--- src/hdl/opcp_pkg.sv ---
// package: constants, states and carriers for the oled panel command port
// assumes: single clock domain, used by opcp_top and the bench
package opcp_pkg;

  // ----------------------------------------
  // reset values
  // ----------------------------------------
  localparam logic [7:0] CONTRAST_RST  = 8'h7F;
  localparam logic [5:0] MUX_RST       = 6'h3F;
  localparam logic [5:0] START_RST     = 6'h00;
  localparam logic [5:0] OFFSET_RST    = 6'h00;
  localparam logic [7:0] CLKDIV_RST    = 8'h80;
  localparam logic [7:0] COMPIN_RST    = 8'h12;
  localparam logic [6:0] COL_RST       = 7'h00;

  // ----------------------------------------
  // bus addresses
  // ----------------------------------------
  localparam logic [6:0] I2C_ADDR_LOW  = 7'h3C;
  localparam logic [6:0] I2C_ADDR_HIGH = 7'h3D;

  // ----------------------------------------
  // command codes, group prefixes and counter limits
  // ----------------------------------------
  localparam logic [7:0] CMD_OFF       = 8'hAE;
  localparam logic [7:0] CMD_ON        = 8'hAF;
  localparam logic [7:0] CMD_CONTRAST  = 8'h81;
  localparam logic [7:0] CMD_MUX       = 8'hA8;
  localparam logic [7:0] CMD_CLKDIV    = 8'hD5;
  localparam logic [7:0] CMD_COMPIN    = 8'hDA;
  localparam logic [7:0] CMD_OFFSET    = 8'hD3;
  localparam logic [7:0] CMD_SEG_NORM  = 8'hA0;
  localparam logic [7:0] CMD_SEG_REMAP = 8'hA1;
  localparam logic [7:0] CMD_RESUME    = 8'hA4;
  localparam logic [7:0] CMD_ALL_ON    = 8'hA5;
  localparam logic [7:0] CMD_NORMAL    = 8'hA6;
  localparam logic [7:0] CMD_INVERSE   = 8'hA7;
  localparam logic [7:0] CMD_SCAN_NORM = 8'hC0;
  localparam logic [7:0] CMD_SCAN_REV  = 8'hC8;
  localparam logic [3:0] GRP_COL_LO    = 4'h0;
  localparam logic [3:0] GRP_COL_HI    = 4'h1;
  localparam logic [1:0] GRP_START     = 2'h1;
  localparam logic [6:0] COL_LAST      = 7'h7F;
  localparam logic [2:0] BIT_LAST      = 3'h7;

  // ----------------------------------------
  // types
  // ----------------------------------------
  typedef enum logic [2:0] {
    ARG_NONE, ARG_CONTRAST, ARG_MUX, ARG_CLKDIV, ARG_COMPIN, ARG_OFFSET
  } opcp_arg_type;

  typedef struct packed {
    logic       display_on;
    logic       seg_remap;
    logic       scan_rev;
    logic       entire_on;
    logic       inverse;
    logic [7:0] contrast;
    logic [5:0] mux_ratio;
    logic [5:0] start_line;
    logic [5:0] offset;
    logic [7:0] clk_div;
    logic [7:0] com_pins;
  } opcp_cfg_type;

  typedef struct packed {
    opcp_cfg_type cfg;
    opcp_arg_type arg;
    logic [6:0]   col;
    logic [7:0]   shift;
    logic [2:0]   bit_cnt;
    logic         data_stb;
    logic [7:0]   data;
    logic [6:0]   data_col;
  } opcp_state_type;

endpackage : opcp_pkg

--- src/hdl/opcp_top.sv ---
// top: command decoder, serial shifter and display state of the panel port
// assumes: byte and bit strobes already synchronous to clk, host keeps order
`timescale 1ns/1ps

module opcp_top (
  input  wire logic                  clk,
  input  wire logic                  reset_n,
  input  wire logic                  clk_en,
  input  wire logic                  chip_select_n,
  input  wire logic                  register_select_line,
  input  wire logic                  byte_stb,
  input  wire logic [7:0]            byte_in,
  input  wire logic                  serial_bit_stb,
  input  wire logic                  serial_bit,
  output logic                       display_on,
  output opcp_pkg::opcp_cfg_type     cfg,
  output logic [6:0]                 column,
  output logic [6:0]                 i2c_address,
  output logic                       data_stb,
  output logic [7:0]                 data_byte,
  output logic [6:0]                 data_column
);

  // ----------------------------------------
  // state
  // ----------------------------------------
  opcp_pkg::opcp_state_type state_q;
  opcp_pkg::opcp_state_type state_d;
  logic [6:0]               addr_q;
  logic                     serial_done;
  logic [7:0]               serial_byte;
  logic                     got_byte;
  logic [7:0]               rx_byte;

  assign serial_done = serial_bit_stb && !chip_select_n && state_q.bit_cnt == opcp_pkg::BIT_LAST;
  assign serial_byte = {state_q.shift[6:0], serial_bit};
  assign got_byte    = (byte_stb && !chip_select_n) || serial_done;
  assign rx_byte     = serial_done ? serial_byte : byte_in;

  // ----------------------------------------
  // next state
  // ----------------------------------------
  always_comb begin
    state_d          = state_q;
    state_d.data_stb = 1'b0;
    if (serial_bit_stb && !chip_select_n) begin
      state_d.shift   = serial_byte;
      state_d.bit_cnt = state_q.bit_cnt + 3'h1;
    end
    if (chip_select_n) begin
      state_d.bit_cnt = 3'h0;
    end
    if (got_byte && register_select_line) begin
      state_d.data_stb = 1'b1;
      state_d.data     = rx_byte;
      state_d.data_col = state_q.col;
      state_d.col      = (state_q.col == opcp_pkg::COL_LAST) ? 7'h00 : state_q.col + 7'h01;
    end else if (got_byte) begin
      unique case (state_q.arg)
        opcp_pkg::ARG_CONTRAST: state_d.cfg.contrast  = rx_byte;
        opcp_pkg::ARG_MUX:      state_d.cfg.mux_ratio = rx_byte[5:0];
        opcp_pkg::ARG_CLKDIV:   state_d.cfg.clk_div   = rx_byte;
        opcp_pkg::ARG_COMPIN:   state_d.cfg.com_pins  = rx_byte;
        opcp_pkg::ARG_OFFSET:   state_d.cfg.offset    = rx_byte[5:0];
        opcp_pkg::ARG_NONE: begin
          if (rx_byte[7:4] == opcp_pkg::GRP_COL_LO) begin
            state_d.col[3:0] = rx_byte[3:0];
          end else if (rx_byte[7:4] == opcp_pkg::GRP_COL_HI) begin
            state_d.col[6:4] = rx_byte[2:0];
          end else if (rx_byte[7:6] == opcp_pkg::GRP_START) begin
            state_d.cfg.start_line = rx_byte[5:0];
          end else begin
            unique case (rx_byte)
              opcp_pkg::CMD_OFF:       state_d.cfg.display_on = 1'b0;
              opcp_pkg::CMD_ON:        state_d.cfg.display_on = 1'b1;
              opcp_pkg::CMD_CONTRAST:  state_d.arg = opcp_pkg::ARG_CONTRAST;
              opcp_pkg::CMD_MUX:       state_d.arg = opcp_pkg::ARG_MUX;
              opcp_pkg::CMD_CLKDIV:    state_d.arg = opcp_pkg::ARG_CLKDIV;
              opcp_pkg::CMD_COMPIN:    state_d.arg = opcp_pkg::ARG_COMPIN;
              opcp_pkg::CMD_OFFSET:    state_d.arg = opcp_pkg::ARG_OFFSET;
              opcp_pkg::CMD_SEG_NORM:  state_d.cfg.seg_remap = 1'b0;
              opcp_pkg::CMD_SEG_REMAP: state_d.cfg.seg_remap = 1'b1;
              opcp_pkg::CMD_RESUME:    state_d.cfg.entire_on = 1'b0;
              opcp_pkg::CMD_ALL_ON:    state_d.cfg.entire_on = 1'b1;
              opcp_pkg::CMD_NORMAL:    state_d.cfg.inverse = 1'b0;
              opcp_pkg::CMD_INVERSE:   state_d.cfg.inverse = 1'b1;
              opcp_pkg::CMD_SCAN_NORM: state_d.cfg.scan_rev = 1'b0;
              opcp_pkg::CMD_SCAN_REV:  state_d.cfg.scan_rev = 1'b1;
              default: ;
            endcase
          end
        end
        default: state_d.arg = opcp_pkg::ARG_NONE;
      endcase
      if (state_q.arg != opcp_pkg::ARG_NONE) begin
        state_d.arg = opcp_pkg::ARG_NONE;
      end
    end
  end

  // ----------------------------------------
  // registers
  // ----------------------------------------
  always_ff @(posedge clk) begin
    if (!reset_n) begin
      state_q.cfg.display_on <= 1'b0;
      state_q.cfg.mux_ratio  <= opcp_pkg::MUX_RST;
      state_q.cfg.seg_remap  <= 1'b0;
      state_q.cfg.scan_rev   <= 1'b0;
      state_q.shift          <= 8'h00;
      state_q.bit_cnt        <= 3'h0;
      state_q.cfg.start_line <= opcp_pkg::START_RST;
      state_q.col            <= opcp_pkg::COL_RST;
      state_q.cfg.contrast   <= opcp_pkg::CONTRAST_RST;
      state_q.cfg.entire_on  <= 1'b0;
      state_q.cfg.inverse    <= 1'b0;
      state_q.cfg.offset     <= opcp_pkg::OFFSET_RST;
      state_q.cfg.clk_div    <= opcp_pkg::CLKDIV_RST;
      state_q.cfg.com_pins   <= opcp_pkg::COMPIN_RST;
      state_q.arg            <= opcp_pkg::ARG_NONE;
      state_q.data_stb       <= 1'b0;
      state_q.data           <= 8'h00;
      state_q.data_col       <= 7'h00;
      addr_q                 <= opcp_pkg::I2C_ADDR_LOW;
    end else if (clk_en) begin
      state_q <= state_d;
      addr_q  <= register_select_line ? opcp_pkg::I2C_ADDR_HIGH : opcp_pkg::I2C_ADDR_LOW;
    end
  end

  assign display_on  = state_q.cfg.display_on;
  assign cfg         = state_q.cfg;
  assign column      = state_q.col;
  assign i2c_address = addr_q;
  assign data_stb    = state_q.data_stb;
  assign data_byte   = state_q.data;
  assign data_column = state_q.data_col;
endmodule : opcp_top

--- config.mk ---
export PLATFORM = sky130hd
export DESIGN_NAME = opcp_top
export DESIGN_NICKNAME = d
export VERILOG_FILES = /design/src/hdl/opcp_pkg.sv /design/src/hdl/opcp_top.sv
export SDC_FILE = /design/constraint.sdc
export NUM_CORES = 1
export LEC_CHECK = 0
export BUFFER_PORTS_ARGS = -buffer_cell sky130_fd_sc_hd__buf_2
export CAP_MARGIN = 0
export CORE_MARGIN = 2
export CORE_UTILIZATION = 59
export DETAILED_ROUTE_END_ITERATION = 12
export PLACE_DENSITY = 0.87
export SYNTH_ARGS = -nofsm -noshare
export SYNTH_HDL_FRONTEND = slang
export SYNTH_SLANG_ARGS = --single-unit
--- constraint.sdc ---
create_clock -name clk -period 4.56 [get_ports clk]
set_clock_uncertainty 0.2 [all_clocks]
set_input_delay 0.228 -clock clk [delete_from_list [all_inputs] [get_ports clk]]
set_output_delay 0.228 -clock clk [all_outputs]
set_load 0.02 [all_outputs]
; Word-level counts from Yosys, hierarchy flattened
; Cells that the tools add are included.
[totals]
register_bits = 90
in_bits = 16
output_inout_bits = 78
wordCells = 115
[op_classes]
n_addsub = 2
n_eq_ne = 30
muxes = 22
bitwise = 4
n_reduce_logical = 37
[op_table]
columns = cell, count
row1 = == test 8 bit (second input constant), 15
row2 = AND reduction 8 bit, 6
row3 = two-way mux 7 bit, 4
row4 = AND reduction 4 bit, 6
row5 = nonzero test 2 bit, 10
row6 = two-way mux 3 bit, 6
row7 = two-way mux 16 bit, 1
row8 = one-hot mux 3 bit (5 select lines), 1
row9 = one-hot mux 1 bit (2 select lines), 5
row10 = == test 3 bit (second input constant), 3
row11 = != test 3 bit (second input constant), 3
row12 = two-way mux 8 bit, 1
row13 = adder 7 x 1 -> 7 bit (second input constant), 1
row14 = == test 7 bit (second input constant), 1
row15 = != test 7 x 2 -> 1 bit (second input constant), 1
row16 = AND reduction 7 bit, 1
row17 = == test 3 x 2 -> 1 bit (second input constant), 2
row18 = two-way mux 6 bit, 1
row19 = one-hot mux 3 bit (2 select lines), 1
row20 = AND reduction 2 bit, 3
row21 = AND reduction 5 bit, 1
row22 = OR reduction 5 bit, 1
row23 = == test 4 x 1 -> 1 bit (second input constant), 1
row24 = logical AND 1 bit, 4
row25 = 13 further kinds, 16

; Longest topological paths before layout
; Gate-level depths: netlist (run 1).
[logic_depth]
ltp_word = 12
ltp_mapped = 10
ltp_nobuf = 8

; Least setup slack after synthesis (run 1)
; Ideal clock, no wire load.
[synth_path]
path_kind = register -> register
start = register state_q[16] (netlist name)
end = register, netlist name cfg[30]
setup_time_ns = 0.129
arrival_time_ns = 1.886
required_ns = 4.231
path_slack_ns = 2.345
path_stages_with_launch = 10
path_buffers = 1
period_less_slack_ns = 2.215
path_cell_list = dfxtp_1 ha_1 ha_1 a21oi_1 or3_4 nor4b_4 buf_2 nand2_1 o21ai_0 nand2_1
[synth_between]
elab_chain_cells = 6
word_cells_on_any_way = 7
classes_between = 1 x eq/ne / 1 x mux / 1 x bitwise / 4 x reduce/logical
[synth_rtl]
columns = item, line
row1 = from (decl), opcp_top.sv:27  ; opcp_pkg::opcp_state_type state_q;
row2 = from (signal assigned), opcp_top.sv:126  ; state_q <= state_d;
row3 = == test 3 bit *, opcp_top.sv:35  ; assign serial_done = serial_bit_stb && !chip_select_n && state_q.bit_cnt == opcp_pkg::BIT_LAST;
row4 = logical AND 1 bit *, opcp_top.sv:35
row5 = logical OR 1 bit, opcp_top.sv:37  ; assign got_byte = (byte_stb && !chip_select_n) || serial_done;
row6 = logical AND 1 bit, opcp_top.sv:53  ; if (got_byte && register_select_line) begin
row7 = NOT 1 bit (no source line), -
row8 = AND reduction 4 bit (no source line), -
; Every way passes the cells marked *; elsewhere a longest branch is shown, timed or not.
; A chain may end at the register's enable or synchronous reset.

; Final worst setup path (run 1)
[layout_path]
start = register state_q[16] (netlist name)
end = register, netlist name cfg[6]
[layout_between]
elab_chain_cells = 6
word_cells_on_any_way = 7
classes_between = 1 x eq/ne / 1 x mux / 1 x bitwise / 4 x reduce/logical
[layout_rtl]
columns = item, line
row1 = == test 3 bit *, opcp_top.sv:35
row2 = logical AND 1 bit *, opcp_top.sv:35
row3 = logical OR 1 bit, opcp_top.sv:37
row4 = logical AND 1 bit, opcp_top.sv:53
row5 = NOT 1 bit (no source line), -
row6 = AND reduction 4 bit (no source line), -
; Marked as above.

==> out/summary.txt, run 1 <==
Finished Cell Area: 4700 µm²
global-route wire length before repair: 16890 µm
antenna violations before repair: 0
Setup Buffers After CTS: 0
Synth Cell Area: 4583 µm²
dpl hpwl: 7068 µm
status: finished clean
relative slew slack: 0.2709
Fmax achieved: 339.0 MHz
TritonCTS Buffers: 9
Final min period: 2.950 ns
Synth-to-Final Area Change: 2.539%
post-synthesis async set-or-reset flop share: 0
Yosys reg bits: 84
total track usage: 0.2503
initial drt markers: 220
Post-synth EDFFs: 0
final net count: 534
CTS tree: built
CP Launch Type: register
Placeable Area: 7607 µm²
grt ovf: 0
vias in the first global route: 3402
DRC viols: 0
largest net degree at the start of global routing: 86
CTS max path bufs: 2
# IOs: 94
remaining antenna violation count: 0
Die Ht: 92.14 µm
max-cap viol count: 0
drt first pass iters: 5
Leak: 2.372 nW
post-route setup TNS: 0 ns
vias per cell: 5.683
Worst-Skew Late Latency: 0.36 ns
Die Area: 8489 µm²
gpl congestion: 0.9029
Peak supply drop: 0.1629 mV
final setup violation count: 0
Crit. End Element: register
Die W: 92.14 µm
num rows: 32
Area after DPL: 4493 µm²
worst-path maximum fanout: 12
main flop type after synthesis: dfxtp_1
Mean Syn Cell Area: 8.969 µm²
starting density of the core: 0.6025
Syn Inst Count: 511
sequential element share of the synthesized area: 0.3669
Clk Tree Root Cell: clkbuf_8
Setup CP Type: register to register
# port buffers: 87
CP required: 4.62 ns
Inserted Diodes: 0
CTS H-tree lvls: 3
Resize count post-CTS: 0
actual slew at the worst max-slew pin: 1.085 ns
CTS Hold Bufs: 0
yosys synthesis warning count: 0
period utilisation layout: 0.6469
Vias: 3535
Sink Count: 84
routed wire length per instance: 16.37 µm
layout cell share with drive strength beyond 1: 0.2404
min-delay worst type: primary input to register
critical path data arrival time: 3.01 ns
drt total wl: 10180 µm
number of distinct library cells after synthesis: 66
RSZ-0062 raised after global routing: no
Final Slew Violations: 0
Fin. Hold Viols: 0
Reg clk slew, reported paths: 0.09 ns
power density cells: 300.3 nW/µm²
critical path: stages (launching register included):
cell and delay (ns):
dfxtp_1 0.37, ha_1 0.17, ha_1 0.26, a21oi_1 0.14, nor3_1 0.38, nand2_1 0.17, nor3_1 0.85, nand2_1 0.13
o211a_1 0.16
path summary, 6_finish.rpt:
check                           slack (ns)              to  cells after the start         from
worst max-delay path                  1.61          cfg[6]                      8  state_q[16]
worst min-delay path                  0.05  serial_byte[1]                      3   serial_bit
worst max register to register        1.61          cfg[6]                      8  state_q[16]
worst min register to register        0.25         cfg[25]                      2      cfg[25]
cells by family (layout without fill, tap and decap cells):
logic type | Yosys count | in the layout | synth area share
compound gates | 108 | 108 | 0.1884
mux | 23 | 23 | 0.05678
other cells | 2 | 6 | 0.001639
xor+xnor | 3 | 3 | 0.005734
fa+ha+maj | 3 | 3 | 0.008191
buf+inv | 102 | 107 | 0.1515
simple gates | 186 | 186 | 0.2209
flops | 84 | 84 | 0.3669
through the flow:
step	util	hold WS, ns	total power [W]	cells	setup WS (ns)
after floorplan	-	0.1975	0.0008412	515	2.345
after global placement	0.5906	0.2416	0.0008656	606	1.851
after detailed placement	0.5906	0.2437	0.0008681	606	1.620
after CTS	0.6178	0.02448	0.001417	622	1.605
after global routing	0.6178	0.05681	0.001460	622	1.172
final	0.6178	0.04522	0.001411	622	1.610
synth_stat cells, types with 3 or more instances:
cell	instances	share of area
nand2_1	90	0.074
a21boi_0	10	0.016
o21ai_0	20	0.022
a21o_1	3	0.0049
dfxtp_1	84	0.37
nor2b_1	20	0.027
or3_1	4	0.0055
buf_4	77	0.13
nor2_1	14	0.011
and3_1	4	0.0055
ha_1	3	0.0082
o211ai_1	12	0.020
buf_2	5	0.0055
clkbuf_1	15	0.012
mux2i_1	19	0.041
a32oi_1	3	0.0057
and4b_1	3	0.0066
nor3_1	7	0.0076
nor3b_1	6	0.0098
nor4_1	3	0.0041
a21boi_1	8	0.013
o21ai_1	3	0.0033
nand2b_1	3	0.0041
o211a_1	29	0.063
nand3_1	11	0.012
a21oi_1	4	0.0044
placed cells by master (no fill, tap or decap), types with 3 or more instances in the layout:
cell type | synthesis | routed
dfxtp_1 | 84 | 84
a21o_1 | 3 | 3
o211ai_1 | 12 | 12
nor2b_1 | 20 | 20
nand2b_1 | 3 | 3
or3_1 | 4 | 4
o21ai_1 | 3 | 3
ha_1 | 3 | 3
mux2i_1 | 19 | 19
conb_1 | 2 | 6
a32oi_1 | 3 | 3
buf_2 | 5 | 87
o211a_1 | 29 | 29
nand2_1 | 90 | 90
a21oi_1 | 4 | 4
and3_1 | 4 | 4
nor2_1 | 14 | 14
nand3_1 | 11 | 11
clkbuf_8 | 0 | 9
and4b_1 | 3 | 3
nor3_1 | 7 | 7
nor3b_1 | 6 | 6
a21boi_1 | 8 | 8
o21ai_0 | 20 | 20
a21boi_0 | 10 | 10
buf_4 | 77 | 3
nor4_1 | 3 | 3
flip-flops by register name (all words and copies together), names as in the netlist:
name and flops:
cfg 46, column 7, data_byte 8, data_column 7, data_stb 1, display_on 1, i2c_address 1, serial_byte 7
state_q 6
routing by layer:
| metal | wire (µm) | up-vias | GRT usage | part of all wire |
|---|---|---|---|---|
| met5 | 0 | - | 0 | 0 |
| met4 | 138 | 0 | 0.08955 | 0.014 |
| met3 | 611 | 9 | 0.05916 | 0.060 |
| met2 | 4804 | 111 | 0.4001 | 0.47 |
| met1 | 4628 | 1693 | 0.3311 | 0.45 |
| li1 | - | 1722 | - | - |
layout make-up:
cell class	count	area, µm²
timing repair buffer	90	457.9
fill	661	2908
multi-input combinational	329	2222
clock inverter	7	82.58
clock buffer	9	123.9
inverter	1	3.754
tap	102	127.6
sequential	84	1682
where the power goes:
part	switching, W	total (W)	internal, W	leakage [nW]
Clock	0.000297	0.000559	0.000262	0.0984
Sequential	0.00000549	0.000745	0.000739	0.678
Combinational	0.0000729	0.000108	0.0000351	1.60
Total	0.000375	0.00141	0.00104	2.37
No activity file was read; power rests on OpenSTA's default activity.
==> run 2: changes to the inputs <==
- ABC_AREA: not set -> 1
- CORE_UTILIZATION: 59 -> 55
- PLACE_DENSITY: 0.87 -> 0.83
- clock period: 4.56 -> 2.9 ns (I/O delays scaled with it)
==> run 2 against run 1 <==
  * Wire length fell by 4.0%
  * Sequential share of layout area increased by 1.4 points
  * Maximum frequency up 17%
  * Global-route usage is 1.8 points lower
  * Sequential power rose by 58%
  * Critical path depth is 7 higher
  * Synthesized cell count is 12% higher
  * Total power is 58% higher
==> out/summary.txt, run 2 <==
CP max stage delay: 0.34 ns (-0.51 ns)
power density cells: 493.9 nW/µm² (+64%)
max reg flops: 46 (unchanged)
critical path data arrival time: 2.63 ns (-0.38 ns)
met2 GRT Util: 0.3726 (-0.02754)
met3 Usage GRT: 0.04882 (-0.01034)
largest family of logic cells by synthesized area: simple AND/OR/NAND/NOR gates
setup ws final: 0.3766 ns (-1.233 ns)
Top reg by flops: cfg
Syn Inst Count: 572 (+12%)
antenna violations before repair: 0 (unchanged)
DRC viols: 0 (unchanged)
adder-cell share of the synthesized area: 0.008658 (+0.0004680)
Most Used Layer, Global Route: met2
Vias: 3765 (+6.5%)
post-route setup TNS: 0 ns (unchanged)
CTS H-tree lvls: 3 (unchanged)
worst setup path startpoint: state_q[16]
Peak supply drop: 0.2116 mV (+30%)
num rows: 32 (unchanged)
total track usage: 0.2327 (-0.01766)
compound-cell area share of the yosys netlist: 0.1763 (-0.01204)
CTS max path bufs: 2 (unchanged)
top cells by count, synth: nand2_1, dfxtp_1, buf_4
CP max stage cell: nand2_1
Worst-Skew Late Latency: 0.37 ns (about the same)
Inserted Diodes: 0 (unchanged)
Resize count post-CTS: 0 (unchanged)
final setup violation count: 0 (unchanged)
status: finished clean
top-area cell type share of the netlist area: 0.3879 (+0.02097)
initial drt markers: 328 (+49%)
most common cell in the netlist: nand2_1
critical path's most frequent cell: nand2_1
commonest cells after routing, fill and taps aside: buf_2, nand2_1, dfxtp_1
Setup CP Type: register to register
Synth-to-Final Area Change: 4.213%
Synth Cell Area: 4335 µm² (-5.4%)
Die Area: 8609 µm² (+1.4%)
vias in the first global route: 3453 (+1.5%)
Fmax achieved: 396.3 MHz (+17%)
final net count: 607 (+14%)
Final min period: 2.523 ns (-0.4265 ns)
main flop type after synthesis: dfxtp_1
Setup Buffers After CTS: 0 (unchanged)
simple-gate share of the synthesized area: 0.2254 (+0.004540)
gpl congestion: 0.9246 (+2.4%)
r2r setup slk: 0.38 ns (-1.23 ns)
min-delay worst type: primary input to register
largest net degree at the start of global routing: 44 (-49%)
remaining antenna violation count: 0 (unchanged)
met1 usage: 0.3022 (-0.02886)
yosys synthesis warning count: 0 (unchanged)
Die W: 92.79 µm (+0.71%)
most common cell after layout, fill and taps aside: buf_2
Final Slew Violations: 0 (unchanged)
CTS tree: built
Post-synth EDFFs: 0 (unchanged)
post-place setup slack: 0.4420 ns (-1.178 ns)
routed wire length per instance: 14.07 µm (-14%)
Leak: 2.099 nW (-12%)
starting density of the core: 0.5640 (-0.03850)
sequential element share of the synthesized area: 0.3879 (+0.02097)
Synth area leaders: dfxtp_1, buf_4, a21oi_1, nand2_1, o21ai_0
max-cap viol count: 0 (unchanged)
RSZ-0062 raised after global routing: no
Crit path max-delay family: simple AND/OR/NAND/NOR gates
Fin. Hold Viols: 0 (unchanged)
grt ovf: 0 (unchanged)
period utilisation layout: 0.8701 (+0.2232)
drt first pass iters: 5 (unchanged)
layout cell share with drive strength beyond 1: 0.2580 (+0.01763)
# IOs: 94 (unchanged)
Synth area leader: dfxtp_1
CP Launch Type: register
Power, Total: 0.002232 W (+58%)
Mean Syn Cell Area: 7.579 µm² (-15%)
CP Cell Sequence: ha_1 -> ha_1 -> nand3_4 -> nand2_1 -> nand2_1 -> nand2_1 -> nor2_4 -> nand2_2 -> nand2_2 -> nor2_2 -> nand2_2 -> nand2_2 -> nand2_1 -> nand2_1 -> nor2_2
number of distinct library cells after synthesis: 35 (-47%)
Placeable Area: 7687 µm² (+1.1%)
dpl hpwl: 7006 µm (-0.87%)
multiplexer share of the synthesized area: 0 (-0.05678)
CP required: 3.00 ns (-1.62 ns)
worst-path maximum fanout: 16 (+4)
Clk Tree Root Cell: clkbuf_8
Yosys reg bits: 84 (unchanged)
reg-to-reg critical path startpoint: state_q[16]
vias per cell: 5.417 (-4.7%)
post-synthesis async set-or-reset flop share: 0 (unchanged)
Sink Count: 84 (unchanged)
Hold Crit Start: chip_select_n
XOR/XNOR Fraction of Synth Area: 0.004040 (-0.001693)
# port buffers: 87 (unchanged)
TritonCTS Buffers: 9 (unchanged)
global-route wire length before repair: 16000 µm (-5.3%)
Die Ht: 92.79 µm (+0.71%)
Worst Path Buf+Inv: 0 (unchanged)
drt total wl: 9776 µm (-4.0%)
Reg clk slew, reported paths: 0.08 ns (about the same)
Crit. End Element: register
Hold WS: 0.03929 ns (-0.005933 ns)
run 2: final cells by class:
type	count	area (µm²)
Clock buffer	10	127.6
Clock inverter	6	72.57
Fill cell	752	3169
Inverter	47	176.4
Multi-Input combinational cell	350	1819
Sequential cell	84	1682
Tap cell	102	127.6
Timing Repair Buffer	96	513.0
run 2: final timing paths:
path	cells past startpoint	end
setup / recovery	15	state_q[34]
hold / removal	4	state_q[18]
setup reg to reg	15	state_q[34]
hold reg to reg	2	cfg[43]
run 2: worst register-to-register path, cell delays in order (launching register included):
cell and delay, ns:
dfxtp_1 0.32, ha_1 0.20, ha_1 0.24, nand3_4 0.20, nand2_1 0.07, nand2_1 0.34, nand2_1 0.17, nor2_4 0.17
nand2_2 0.10, nand2_2 0.09, nor2_2 0.04, nand2_2 0.06, nand2_2 0.06, nand2_1 0.06, nand2_1 0.06, nor2_2 0.08
run 2: what timing repair did:
action                                  CTS  global route
endpoints found under the setup margin    0             0
hold endpoints to repair                  4             0
hold buffers                              4             0
run 2: through the flow:
| stage | util | cells | cell area [µm²] |
|---|---|---|---|
| 3_5_place_dp | 0.5565 | 675 | 4278 |
| 4_1_cts | 0.5877 | 695 | 4518 |
| 5_1_grt | 0.5877 | 695 | 4518 |
| 6_report | 0.5877 | 695 | 4518 |
| 3_3_place_gp | 0.5565 | 675 | 4278 |
| 2_1_floorplan | - | 576 | 4350 |
run 2: power by group:
part / switching [W] / total, W / internal [W]
sequential: 0.0000126 / 0.00118 / 0.00117
clock: 0.000439 / 0.000846 / 0.000407
combinational: 0.000147 / 0.000202 / 0.0000545
total: 0.000599 / 0.00223 / 0.00163
run 2: layer usage:
layer	part of all wire	up-vias
li1	-	1846
met1	0.44	1718
met2	0.45	174
met3	0.082	27
met4	0.028	0
met5	0	-
run 2: logic make-up after synthesis:
| family | after synthesis |
|---|---|
| AO/OA/AOI/OAI | 139 |
| XOR/XNOR | 2 |
| adder cells (fa/ha/maj) | 3 |
| buffers and inverters | 142 |
| flip-flops | 84 |
| other | 2 |
| AND/OR/NAND/NOR | 200 |
==> run 3: changes to the inputs <==
- CORE_MARGIN: 2 -> not set
- CORE_UTILIZATION: 55 -> 49
- PLACE_DENSITY: 0.83 -> 0.78
- clock period: 2.9 -> 2.1 ns (I/O delays scaled with it)
==> run 3 against run 2 <==
  * The flow now finishes with violations (negative setup slack)
  * Wire length rose by 19%
  * Clock-buffer cell count up 1
  * Via count up 7.7%
  * Total power is 37% higher
  * Final area increased by 18%
  * Critical path depth up 1
  * Utilization is 4.9 points higher
  * Worst setup slack lost 0.53 ns
  * Combinational power is 96% higher
  * Maximum frequency increased by 12%
  * Global-route usage increased by 1.1 points
  * Critical path type unchanged
==> out/summary.txt, run 3 (synthesis results as in run 2) <==
DRC viols: 0 (unchanged)
CP Launch Type: register
Leak: 2.489 nW (+19%)
remaining antenna violation count: 0 (unchanged)
Finished Core Util: 0.6364 (+0.04864)
RSZ-0062 raised after global routing: yes
r2r setup slk: -0.15 ns (-0.53 ns)
max reg flops: 46 (unchanged)
worst-path maximum fanout: 8 (-8)
TritonCTS Buffers: 9 (unchanged)
# port buffers: 87 (unchanged)
Reg clk slew, reported paths: 0.08 ns (about the same)
antenna violations before repair: 0 (unchanged)
drt first pass iters: 4 (-1)
Placeable Area: 8382 µm² (+9.0%)
min-delay worst type: primary input to register
initial drt markers: 202 (-38%)
reg-to-reg critical path startpoint: state_q[16]
Crit path max-delay family: simple AND/OR/NAND/NOR gates
setup ws final: -0.1524 ns (-0.5290 ns)
commonest cells after routing, fill and taps aside: buf_2, dfxtp_1, nand2_1
CTS max path bufs: 2 (unchanged)
Inserted Diodes: 0 (unchanged)
CP max stage cell: dfxtp_2
CP Cell Sequence: ha_4 -> ha_4 -> buf_4 -> nand3_4 -> nand2_2 -> nand2_4 -> nor2_1 -> nand2_1 -> nand2_2 -> nand2_1 -> nand3_1 -> nand2_1 -> nand2_1 -> nand2_1 -> inv_1 -> nor2_2
vias per cell: 5.306 (-2.0%)
Crit. End Element: register
number of cells on the critical path: 16 (+1)
starting density of the core: 0.5172 (-0.04672)
Worst Path Buf+Inv: 2 (+2)
Setup CP Type: register to register
Worst R2R End: state_q[34]
Fmax achieved: 444.0 MHz (+12%)
critical path data arrival time: 2.33 ns (-0.30 ns)
status: finished with violations
layout cell share with drive strength beyond 1: 0.4021 (+0.1441)
critical path's most frequent cell: nand2_1
worst setup path startpoint: state_q[16]
global-route wire length before repair: 16880 µm (+5.5%)
Final min period: 2.252 ns (-0.2710 ns)
Die W: 96.06 µm (+3.5%)
CP endpoint: state_q[34]
CP required: 2.17 ns (-0.83 ns)
Die Ht: 96.06 µm (+3.5%)
Final Slew Violations: 0 (unchanged)
reg2reg path depth: 16 (+1)
Peak supply drop: 0.3269 mV (+55%)
num rows: 33 (+3.1%)
final setup violation count: 41 (+41)
grt ovf: 0 (unchanged)
CTS tree: built
Worst-Skew Late Latency: 0.37 ns (about the same)
failing checks: negative setup slack
power density cells: 573.1 nW/µm² (+16%)
CTS H-tree lvls: 3 (unchanged)
Power, Total: 0.003057 W (+37%)
period utilisation layout: 1.073 (+0.2024)
largest net degree at the start of global routing: 42 (-4.5%)
final net count: 674 (+11%)
Vias: 4054 (+7.7%)
max-cap viol count: 0 (unchanged)
CP max stage delay: 0.38 ns (+0.04 ns)
Sink Count: 84 (unchanged)
Top reg by flops: cfg
routed wire length per instance: 15.23 µm (+8.3%)
total track usage: 0.2434 (+0.01076)
# IOs: 94 (unchanged)
Fin. Hold Viols: 0 (unchanged)
gpl congestion: 0.8847 (-4.3%)
dpl hpwl: 7488 µm (+6.9%)
most common cell after layout, fill and taps aside: buf_2
vias in the first global route: 3592 (+4.0%)
drt total wl: 11640 µm (+19%)
Clk Tree Root Cell: clkbuf_8
Synth-to-Final Area Change: 23.03%
Die Area: 9228 µm² (+7.2%)
[run 3: worst register-to-register path, delay by kind of cell, from the launching register on]
kind	cells	cell delay, ns
adders and majority gates	2	0.32
buffers and inverters	2	0.19
and+or+nand+nor	12	1.06
DFF	1	0.38
[run 3: final cells by class]
type	instances	area, µm²
fillers	676	3048
multi-input cells	351	2081
flip-flops and latches	84	1684
repair buffers	161	1082
inverters	47	180.2
clock buffers	11	141.4
well taps	105	131.4
clock inverters	4	26.28
repair inverters	1	7.507
[run 3: where the power goes]
group / internal (W) / switching (W)
Sequential: 0.00162 / 0.0000188
Combinational: 0.000144 / 0.000251
Clock: 0.000453 / 0.000572
[run 3: worst min-delay path by stage]
stage	startpoint	endpoint	slack, ns	cells past startpoint
after detailed placement	clk_en	i2c_address[0]	0.20	2
after global placement	clk_en	i2c_address[0]	0.20	2
after CTS	clk_en	state_q[17]	0.007	4
final	clk_en	state_q[17]	0.02	4
after floorplan	clk_en	i2c_address[0]	0.004	1
after global routing	clk_en	state_q[17]	0.05	4
[run 3: repair_timing]
item	CTS	global route
pin swaps	10	31
gates cloned	2	2
hold endpoints to repair	23	0
buffers inserted	10	15
hold buffers	7	0
endpoints found under the setup margin	40	64
resized for setup	24	61
[run 3: routing by layer]
layer / GRT usage / vias up / wire length, µm
li1: - / 1983 / -
met1: 0.2861 / 1861 / 4642
met2: 0.4167 / 175 / 5795
met3: 0.06319 / 35 / 828
met4: 0.1045 / 0 / 370
met5: 0 / - / 0
[run 3: per-stage QoR]
stage	hold slack, ns	cells	area (µm²)	TNS (ns)	worst slack, ns
CTS	0.006995	747	4971	-0.2560	-0.05632
detailed placement	0.2043	713	4559	-2.216	-0.1546
finish	0.01736	764	5334	-1.972	-0.1524
global placement	0.1997	713	4559	-0.3825	-0.1056
global route	0.04532	764	5334	-8.876	-0.2599
floorplan	0.004024	576	4353	0	0.03721
